--- src/rtl/sbpfs_defines.svh ---
// register offsets, field positions, reset values and code points of the six-pin port
`ifndef SBPFS_DEFINES_SVH
`define SBPFS_DEFINES_SVH

`define SBPFS_NPINS          6
`define SBPFS_OFS_DATA       8'h00
`define SBPFS_OFS_DIR        8'h04
`define SBPFS_OFS_DRV_LOW    8'h08
`define SBPFS_OFS_DRV_HIGH   8'h0C
`define SBPFS_OFS_FUNC       8'h10
`define SBPFS_FUNC_HI_POS    8
`define SBPFS_RST_DATA       6'h00
`define SBPFS_RST_DIR        6'h00
`define SBPFS_RST_DRV        6'h00
`define SBPFS_RST_FUNC       16'h0000
`define SBPFS_FN_GPIO        2'h0
`define SBPFS_FN_ALT1        2'h1
`define SBPFS_FN_ALT2        2'h2
`define SBPFS_FN_ALT3        2'h3
`define SBPFS_DRV_HIZ        2'h0
`define SBPFS_DRV_POD        2'h1
`define SBPFS_DRV_NOD        2'h2
`define SBPFS_DRV_CMOS       2'h3
`define SBPFS_DIR_OUT        1'h0
`define SBPFS_DIR_IN         1'h1

`endif

--- src/rtl/sbpfs_pkg.sv ---
// types shared by the six-pin port design
package sbpfs_pkg;
  typedef logic [1:0] sbpfs_code_t;
  typedef enum logic [1:0] {
    SBPFS_PULL_NONE,
    SBPFS_PULL_DOWN,
    SBPFS_PULL_UP
  } sbpfs_pull_e;
endpackage

--- src/rtl/sbpfs_pin_drive.sv ---
// one pin's drive and pull stage
module sbpfs_pin_drive
  import sbpfs_pkg::*;
(
  // configuration
  input  wire logic        dir_i,
  input  wire sbpfs_code_t drv_i,
  input  wire logic        frozen_i,
  // value to put out
  input  wire logic        val_i,
  // pad side
  output logic             pad_o,
  output logic             pad_oe_o,
  output sbpfs_pull_e      pull_o
);
  `include "sbpfs_defines.svh"

  wire is_out = (dir_i == `SBPFS_DIR_OUT);
  // a frozen pin drops its data: open drain high side floats, low side pulls low
  wire eff_val = frozen_i ? 1'b0 : val_i;

  assign pad_o    = is_out & (drv_i == `SBPFS_DRV_CMOS | drv_i == `SBPFS_DRV_POD) & eff_val;
  assign pad_oe_o = is_out & (
                      (drv_i == `SBPFS_DRV_CMOS) |
                      (drv_i == `SBPFS_DRV_POD & eff_val) |
                      (drv_i == `SBPFS_DRV_NOD & ~eff_val));

  assign pull_o = (!is_out && drv_i == `SBPFS_DRV_POD) ? SBPFS_PULL_DOWN :
                  (!is_out && drv_i == `SBPFS_DRV_NOD) ? SBPFS_PULL_UP : SBPFS_PULL_NONE;
endmodule

--- src/rtl/sbpfs_port.sv ---
// six-pin port with direction, drive, data and function select over wishbone
`include "sbpfs_defines.svh"

module sbpfs_port
  import sbpfs_pkg::*;
(
  // system
  input  wire logic        CLK_I,
  input  wire logic        RST_B_I,
  // wishbone slave
  input  wire logic        CYC_I,
  input  wire logic        STB_I,
  input  wire logic        WE_I,
  input  wire logic [7:0]  ADR_I,
  input  wire logic [3:0]  SEL_I,
  input  wire logic [31:0] DAT_I,
  output logic      [31:0] DAT_O,
  output logic             ACK_O,
  output logic             ERR_O,
  // pads
  input  wire logic [5:0]  PAD_I,
  output logic      [5:0]  PAD_O,
  output logic      [5:0]  PAD_OE_O,
  output sbpfs_pull_e      PAD_PULL_O [6],
  // synchronised pin levels for external interrupt and analog owners
  output logic      [5:0]  PIN_LEVEL_O,
  // rc oscillation converter
  input  wire logic        CONV_WAVE_IN_OUT_I,
  input  wire logic        CONV_WAVE_IN_OE_I,
  output logic             CONV_WAVE_IN_O,
  input  wire logic        CONV_REF_CAP_I,
  input  wire logic        CONV_REF_CAP_OE_I,
  output logic             CONV_REF_CAP_O,
  input  wire logic        CONV_SENSOR_I,
  input  wire logic        CONV_SENSOR_OE_I,
  output logic             CONV_SENSOR_O,
  input  wire logic        CONV_REF_RES_I,
  input  wire logic        CONV_REF_RES_OE_I,
  output logic             CONV_REF_RES_O,
  input  wire logic        CONV_MEASURE_I,
  input  wire logic        CONV_MEASURE_OE_I,
  output logic             CONV_MEASURE_O,
  input  wire logic        CONV_OSC_MONITOR_I,
  // clocked serial unit
  input  wire logic        SER_DATA_OUT_I,
  output logic             SER_DATA_IN_O,
  input  wire logic        SER_CLOCK_I,
  input  wire logic        SER_CLOCK_OE_I,
  output logic             SER_CLOCK_O,
  // async serial unit
  output logic             ASYNC_RECEIVE_O,
  input  wire logic        ASYNC_TRANSMIT_I,
  // function timer unit
  input  wire logic        TIMER_OUT_ZERO_I,
  input  wire logic        TIMER_OUT_ONE_I
);

  localparam int NPINS = `SBPFS_NPINS;

  // registers
  logic [5:0]  data_ff;
  logic [5:0]  dir_ff;
  logic [5:0]  drv_lo_ff;
  logic [5:0]  drv_hi_ff;
  logic [15:0] func_ff;
  logic        ack_ff;
  logic        err_ff;
  logic [31:0] rdat_ff;
  logic [5:0]  pad_s1_ff;
  logic [5:0]  pad_s2_ff;

  // bus decode
  wire req      = CYC_I & STB_I & ~ack_ff & ~err_ff;
  wire hit_data = (ADR_I == `SBPFS_OFS_DATA);
  wire hit_dir  = (ADR_I == `SBPFS_OFS_DIR);
  wire hit_lo   = (ADR_I == `SBPFS_OFS_DRV_LOW);
  wire hit_hi   = (ADR_I == `SBPFS_OFS_DRV_HIGH);
  wire hit_func = (ADR_I == `SBPFS_OFS_FUNC);
  wire hit_any  = hit_data | hit_dir | hit_lo | hit_hi | hit_func;
  wire wr       = req & WE_I & hit_any;
  wire wr_b0    = wr & SEL_I[0];
  wire wr_b1    = wr & SEL_I[1];

  // per-pin decode
  logic [1:0] fn [6];
  logic [1:0] drv [6];
  logic [5:0] frozen;
  logic [5:0] alt_val;
  logic [5:0] alt_oe;
  logic [5:0] alt_used;

  always_comb begin
    for (int i = 0; i < NPINS; i++) begin
      fn[i]  = {func_ff[`SBPFS_FUNC_HI_POS + i], func_ff[i]};
      drv[i] = {drv_hi_ff[i], drv_lo_ff[i]};
    end
  end

  // prohibited codes only exist on pins 3 to 5
  assign frozen[0] = 1'b0;
  assign frozen[1] = 1'b0;
  assign frozen[2] = 1'b0;
  assign frozen[3] = (fn[3] == `SBPFS_FN_ALT2);
  assign frozen[4] = fn[4][1];
  assign frozen[5] = fn[5][1];

  // alternate function routing
  always_comb begin
    alt_val  = 6'h00;
    alt_oe   = 6'h00;
    alt_used = 6'h00;
    unique case (fn[0])
      `SBPFS_FN_ALT1: begin
        alt_val[0] = CONV_WAVE_IN_OUT_I;
        alt_oe[0]  = CONV_WAVE_IN_OE_I;
        alt_used[0] = 1'b1;
      end
      `SBPFS_FN_ALT2: begin
        alt_val[0] = SER_DATA_OUT_I;
        alt_oe[0]  = 1'b1;
        alt_used[0] = 1'b1;
      end
      `SBPFS_FN_ALT3: begin
        alt_oe[0]   = 1'b0;
        alt_used[0] = 1'b1;
      end
      `SBPFS_FN_GPIO: begin
        alt_used[0] = 1'b0;
      end
    endcase
    unique case (fn[1])
      `SBPFS_FN_ALT1: begin
        alt_val[1] = CONV_REF_CAP_I;
        alt_oe[1]  = CONV_REF_CAP_OE_I;
        alt_used[1] = 1'b1;
      end
      `SBPFS_FN_ALT2: begin
        alt_used[1] = 1'b1;
      end
      `SBPFS_FN_ALT3: begin
        alt_val[1] = ASYNC_TRANSMIT_I;
        alt_oe[1]  = 1'b1;
        alt_used[1] = 1'b1;
      end
      `SBPFS_FN_GPIO: begin
        alt_used[1] = 1'b0;
      end
    endcase
    unique case (fn[2])
      `SBPFS_FN_ALT1: begin
        alt_val[2] = CONV_SENSOR_I;
        alt_oe[2]  = CONV_SENSOR_OE_I;
        alt_used[2] = 1'b1;
      end
      `SBPFS_FN_ALT2: begin
        alt_val[2] = SER_CLOCK_I;
        alt_oe[2]  = SER_CLOCK_OE_I;
        alt_used[2] = 1'b1;
      end
      `SBPFS_FN_ALT3: begin
        alt_val[2] = TIMER_OUT_ZERO_I;
        alt_oe[2]  = 1'b1;
        alt_used[2] = 1'b1;
      end
      `SBPFS_FN_GPIO: begin
        alt_used[2] = 1'b0;
      end
    endcase
    unique case (fn[3])
      `SBPFS_FN_ALT1: begin
        alt_val[3] = CONV_REF_RES_I;
        alt_oe[3]  = CONV_REF_RES_OE_I;
        alt_used[3] = 1'b1;
      end
      `SBPFS_FN_ALT3: begin
        alt_val[3] = TIMER_OUT_ONE_I;
        alt_oe[3]  = 1'b1;
        alt_used[3] = 1'b1;
      end
      default: begin
        alt_used[3] = 1'b0;
      end
    endcase
    if (fn[4] == `SBPFS_FN_ALT1) begin
      alt_val[4]  = CONV_MEASURE_I;
      alt_oe[4]   = CONV_MEASURE_OE_I;
      alt_used[4] = 1'b1;
    end
    if (fn[5] == `SBPFS_FN_ALT1) begin
      alt_val[5]  = CONV_OSC_MONITOR_I;
      alt_oe[5]   = 1'b1;
      alt_used[5] = 1'b1;
    end
  end

  // peripheral inputs see the synchronised pad level only when routed
  assign CONV_WAVE_IN_O  = (fn[0] == `SBPFS_FN_ALT1) & pad_s2_ff[0];
  assign SER_DATA_IN_O   = (fn[1] == `SBPFS_FN_ALT2) & pad_s2_ff[1];
  assign CONV_REF_CAP_O  = (fn[1] == `SBPFS_FN_ALT1) & pad_s2_ff[1];
  assign CONV_SENSOR_O   = (fn[2] == `SBPFS_FN_ALT1) & pad_s2_ff[2];
  assign SER_CLOCK_O     = (fn[2] == `SBPFS_FN_ALT2) & pad_s2_ff[2];
  assign CONV_REF_RES_O  = (fn[3] == `SBPFS_FN_ALT1) & pad_s2_ff[3];
  assign CONV_MEASURE_O  = (fn[4] == `SBPFS_FN_ALT1) & pad_s2_ff[4];
  // idle level of an async line is high
  assign ASYNC_RECEIVE_O = (fn[0] == `SBPFS_FN_ALT3) ? pad_s2_ff[0] : 1'b1;
  assign PIN_LEVEL_O     = pad_s2_ff;

  // pad stages
  genvar g;
  generate
    for (g = 0; g < NPINS; g++) begin : g_pin
      logic pin_val;
      logic pin_oe;
      logic stage_val;
      logic stage_oe;
      sbpfs_pull_e stage_pull;
      assign pin_val = alt_used[g] ? alt_val[g] : data_ff[g];
      sbpfs_pin_drive u_drive (
        .dir_i    (dir_ff[g]),
        .drv_i    (drv[g]),
        .frozen_i (frozen[g]),
        .val_i    (pin_val),
        .pad_o    (stage_val),
        .pad_oe_o (stage_oe),
        .pull_o   (stage_pull)
      );
      // peripheral may release the pad on its own (bidirectional alternates)
      assign pin_oe      = stage_oe & (~alt_used[g] | alt_oe[g]);
      assign PAD_O[g]    = stage_val & pin_oe;
      assign PAD_OE_O[g] = pin_oe;
      assign PAD_PULL_O[g] = stage_pull;
    end
  endgenerate

  // read mux; input pins read the pad, output pins the latch
  wire [5:0] data_rd = (dir_ff & pad_s2_ff) | (~dir_ff & data_ff);
  wire [31:0] rd_word =
    hit_data ? {26'h0, data_rd} :
    hit_dir  ? {26'h0, dir_ff} :
    hit_lo   ? {26'h0, drv_lo_ff} :
    hit_hi   ? {26'h0, drv_hi_ff} :
    hit_func ? {16'h0, 2'h0, func_ff[13:8], 2'h0, func_ff[5:0]} : 32'h0;

  // pad synchroniser: two stages before any use
  always_ff @(posedge CLK_I or negedge RST_B_I) begin
    if (!RST_B_I) begin
      pad_s1_ff <= 6'h00;
      pad_s2_ff <= 6'h00;
    end else begin
      pad_s1_ff <= PAD_I;
      pad_s2_ff <= pad_s1_ff;
    end
  end

  // bus handshake: one wait state, err on unmapped address
  always_ff @(posedge CLK_I or negedge RST_B_I) begin
    if (!RST_B_I) begin
      ack_ff  <= 1'b0;
      err_ff  <= 1'b0;
      rdat_ff <= 32'h0000_0000;
    end else begin
      ack_ff  <= req & hit_any;
      err_ff  <= req & ~hit_any;
      rdat_ff <= (req & ~WE_I) ? rd_word : 32'h0000_0000;
    end
  end

  // configuration registers
  always_ff @(posedge CLK_I or negedge RST_B_I) begin
    if (!RST_B_I) begin
      data_ff   <= `SBPFS_RST_DATA;
      dir_ff    <= `SBPFS_RST_DIR;
      drv_lo_ff <= `SBPFS_RST_DRV;
      drv_hi_ff <= `SBPFS_RST_DRV;
      func_ff   <= `SBPFS_RST_FUNC;
    end else begin
      if (wr_b0 && hit_data) data_ff <= DAT_I[5:0];
      if (wr_b0 && hit_dir) dir_ff <= DAT_I[5:0];
      if (wr_b0 && hit_lo) drv_lo_ff <= DAT_I[5:0];
      if (wr_b0 && hit_hi) drv_hi_ff <= DAT_I[5:0];
      if (wr_b0 && hit_func) func_ff[5:0] <= DAT_I[5:0];
      if (wr_b1 && hit_func) func_ff[13:8] <= DAT_I[13:8];
    end
  end

  assign ACK_O = ack_ff;
  assign ERR_O = err_ff;
  assign DAT_O = rdat_ff;

endmodule

--- config.mk ---
export PLATFORM = sky130hd
export DESIGN_NAME = sbpfs_port
export DESIGN_NICKNAME = d
export VERILOG_FILES = /design/src/rtl/sbpfs_pkg.sv /design/src/rtl/sbpfs_pin_drive.sv /design/src/rtl/sbpfs_port.sv
export VERILOG_INCLUDE_DIRS = /design/src /design/src/rtl
export SDC_FILE = /design/constraint.sdc
export NUM_CORES = 1
export LEC_CHECK = 0
export ABC_AREA = 1
export BUFFER_PORTS_ARGS = -buffer_cell sky130_fd_sc_hd__clkbuf_2
export CAP_MARGIN = 5
export CORE_MARGIN = 2
export CORE_UTILIZATION = 35
export CTS_BUF_LIST = sky130_fd_sc_hd__clkbuf_16
export DETAILED_ROUTE_END_ITERATION = 10
export PLACE_DENSITY = 0.73
export SLEW_MARGIN = 20
export SYNTH_ARGS = -nofsm -noshare
export SYNTH_HDL_FRONTEND = slang
export SYNTH_SLANG_ARGS = --single-unit
--- constraint.sdc ---
create_clock -name CLK_I -period 4.8 [get_ports CLK_I]
set_clock_uncertainty 0.05 [all_clocks]
set_input_delay 0.72 -clock CLK_I [delete_from_list [all_inputs] [get_ports CLK_I]]
set_output_delay 0.72 -clock CLK_I [all_outputs]
set_load 0.01 [all_outputs]
==> impl_metrics.env <==
export IMPL_clk_pin_slew_ns=0.05
export IMPL_placed_area_sq_um=3880
export IMPL_r2r_end="DAT_O[11]"
export IMPL_cp_start_kind="flip-flop"
export IMPL_vias=3144
export IMPL_row_count=35
export IMPL_cts_setup_buffers=0
export IMPL_outcome="finished clean"
export IMPL_yosysUniqueCellTypes=30
export IMPL_grt_max_degree=34
export IMPL_cts_buffers=9
export IMPL_hp_start="pad_s1_ff[0]"
export IMPL_yosysTopAreaCell="dfrtp_1"
export IMPL_wirelength_microns=9060
export IMPL_grt_setup_unrepaired="no"
export IMPL_dieArea_sq_um=10400
export IMPL_hold_violations=0
export IMPL_finalCriticalPeriod_ns=2.61
export IMPL_vias_per_cell=4.71
export IMPL_synth_area_sq_um=3340
export IMPL_design_area_sq_um=4160
export IMPL_antenna_found_initial=0
export IMPL_nNetsFinal=610
export IMPL_core_sq_um=9240
export IMPL_worst_slew_pin_slew_ns=0.742
export IMPL_drcViolationCount=0
export IMPL_synth_seq_cells=62
export IMPL_h_tree_depth=3
export IMPL_postCtsResizedCells=0
export IMPL_synth_common_cells="117 x nand2_1, 62 x dfrtp_1, 53 x inv_1"
export IMPL_regToRegStartpoint="ACK_O"
export IMPL_p_seq_frac=0.436
export IMPL_clock_path_buffers=2
export IMPL_post_drt_wl_per_cell_microns=13.6
export IMPL_antennaDiodeCount=0
export IMPL_syn2layout_area_growth_pct=24.4
export IMPL_path_cells="inv_1, ha_1, a22o_1, nand3_1, o21ai_0, nand2_1, o21ai_0, nor2_1, clkbuf_2"
export IMPL_place_hpwl_microns=6600
export IMPL_cp_common_cell="o21ai_0"
export IMPL_crit_path_top_delay_cell="dfrtp_1"
export IMPL_worstPathRequired_ns=4.03
export IMPL_finalNonFillerCells=668
export IMPL_grt_pass1_wl_microns=14000
export IMPL_start_util=0.362
export IMPL_max_stage_delay_ns=0.40
export IMPL_clockPowerShare=0.499
export IMPL_fmax_mhz=383
export IMPL_die_width_microns=102
export IMPL_cp_data_arrival_time_ns=1.84
export IMPL_cellInternalPower_w=0.000950
export IMPL_crit_type="flip-flop to primary output"
export IMPL_tns_ns=0
export IMPL_drtPass1Iterations=4
export IMPL_avgSynthCellArea_sq_um=7.76
export IMPL_synth_top_area_frac=0.464
export IMPL_gr_total_overflow=0
export IMPL_drt_iter0_markers=218
export IMPL_cp_max_fo=4
export IMPL_yosysWarnings=0
export IMPL_port_buffers=101
export IMPL_ys_flop_type="dfrtp_1"
export IMPL_hold_end="PIN_LEVEL_O[0]"
export IMPL_slew_headroom=0.504
export IMPL_power_switching_w=0.000274
export IMPL_grt_pass1_vias=2862
export IMPL_synth_edf_count=0
export IMPL_cpLargestDelayFamily="flip-flops"
export IMPL_cp_end_kind="primary output"
export IMPL_antenna_left=0
export IMPL_num_io_pins=144
export IMPL_crit_buf_inv=2
export IMPL_cts_root_buf="clkbuf_16"
export IMPL_cts_tree="built"
export IMPL_final_period_utilization=0.543
export IMPL_report_final_slew_viol_count=0
export IMPL_postSynthCellCount=431
export IMPL_gp_congestion=0.832
export IMPL_combPwrFrac=0.066
export IMPL_fin_total_pwr_w=0.00122
export IMPL_yosysMostFrequentCell="nand2_1"
export IMPL_grt_util_all_layers=0.180
export IMPL_rrSetupSlack_ns=2.88
export IMPL_async_flop_share=1.00
export IMPL_pwr_density_cell_nw_per_um2=294
export IMPL_dp_cells=652
export IMPL_die_height_microns=102
export IMPL_cap_viol_max_count=0
export IMPL_reg2regPathDepth=5
export IMPL_synthTopCellsByArea="dfrtp_1 46%, nand2_1 13%, inv_1 6.0%"
export IMPL_cellLeakagePower_nw=2.21
export IMPL_power_switching_share=0.224
export IMPL_final_layout_size_suffix_gt1_frac=0.262
export IMPL_hold_buffers=0
export IMPL_synth_seq_area_share=0.464
export IMPL_min_path_type="flip-flop to flip-flop"
export IMPL_min_path_cells=0
export IMPL_cts_sinks=62
export IMPL_ir_drop_mv=0.197
export IMPL_worstSkewPairLatency_ns=0.32
export IMPL_setup_violations_final=0
[worst max path at each step]
stage,startpoint,end,cells after the start
6_report,fn[11],PAD_OE_O[0],9
5_1_grt,fn[11],PAD_OE_O[0],9
4_1_cts,fn[11],PAD_OE_O[0],9
3_5_place_dp,ADR_I[6],fn[11],8
3_3_place_gp,ADR_I[6],fn[3],9
2_1_floorplan,CONV_WAVE_IN_OUT_I,PAD_OE_O[0],6
[cells in the final DEF, fill, tap and decap left out, types with 2 or more instances in the layout]
cell       instances
nand2_1          117
clkbuf_2         100
dfrtp_1           62
inv_1             54
nor2_1            36
a21oi_1           22
nand3_1           20
conb_1            20
o21ai_0           19
o21ai_1           13
nor3_1            11
inv_2              9
clkbuf_16          9
nand4_1            7
nor2_4             6
clkinv_1           4
ha_1               4
nor2_2             3
o211ai_1           3
clkinv_2           3
nand2_2            2
nand3_2            2
o31ai_1            2
[final cells by class]
| class | instances | area, sq um |
|---|---|---|
| fillers | 909 | 5080 |
| flip-flops and latches | 62 | 1550 |
| multi-input cells | 295 | 1410 |
| repair buffers | 102 | 513 |
| inverters | 64 | 240 |
| clock buffers | 9 | 225 |
| well taps | 129 | 161 |
| clock inverters | 7 | 56.3 |
[worst reg2reg max path, stage by stage (launching register included)]
cell     delay [ns]
dfrtp_1        0.37
nor2_1         0.10
nand3_1        0.15
nor2_1         0.52
nand2_1        0.43
nor2_1         0.21
[power groups by stage]
stage	combinational, W	clock, W	sequential [W]
5_1_grt	0.0000910	0.000642	0.000534
4_1_cts	0.0000811	0.000621	0.000533
3_3_place_gp	0.0000782	0	0.000542
6_report	0.0000803	0.000611	0.000533
2_1_floorplan	0.0000449	0	0.000543
3_5_place_dp	0.0000807	0	0.000542
[stage by stage]
step                utilization  hold WS (ns)  setup WS [ns]
floorplan                     -         0.281           2.62
global placement          0.420         0.282           2.27
detailed placement        0.420         0.285           2.22
CTS                       0.450         0.296           2.16
global route              0.450         0.300           2.01
finish                    0.450         0.294           2.19
[cell families (layout without fill, tap and decap cells)]
family,count (synthesis),in the layout,synth area share
flip-flops,62,62,0.464
adder cells (fa/ha/maj),4,4,0.0150
AO/OA/AOI/OAI,63,63,0.102
AND/OR/NAND/NOR,208,208,0.283
other,1,20,0.00112
buffers and inverters,93,182,0.135
[state kept, by name, indices dropped and copies added, names as in the netlist]
name and cells:
ERR_O 1, drv_lo_ff 6, drv_hi_ff 6, dir_ff 6, PIN_LEVEL_O 6, ACK_O 1, pad_s1_ff 6, data_ff 6
fn 12, DAT_O 12
[per-layer routing]
layer	GRT usage	share of wire	up-vias
met5	0	0	-
met2	0.276	0.45	141
li1	-	-	1526
met3	0.0455	0.10	21
met1	0.241	0.42	1456
met4	0.0790	0.032	0
(Power assumes the default switching activity.)
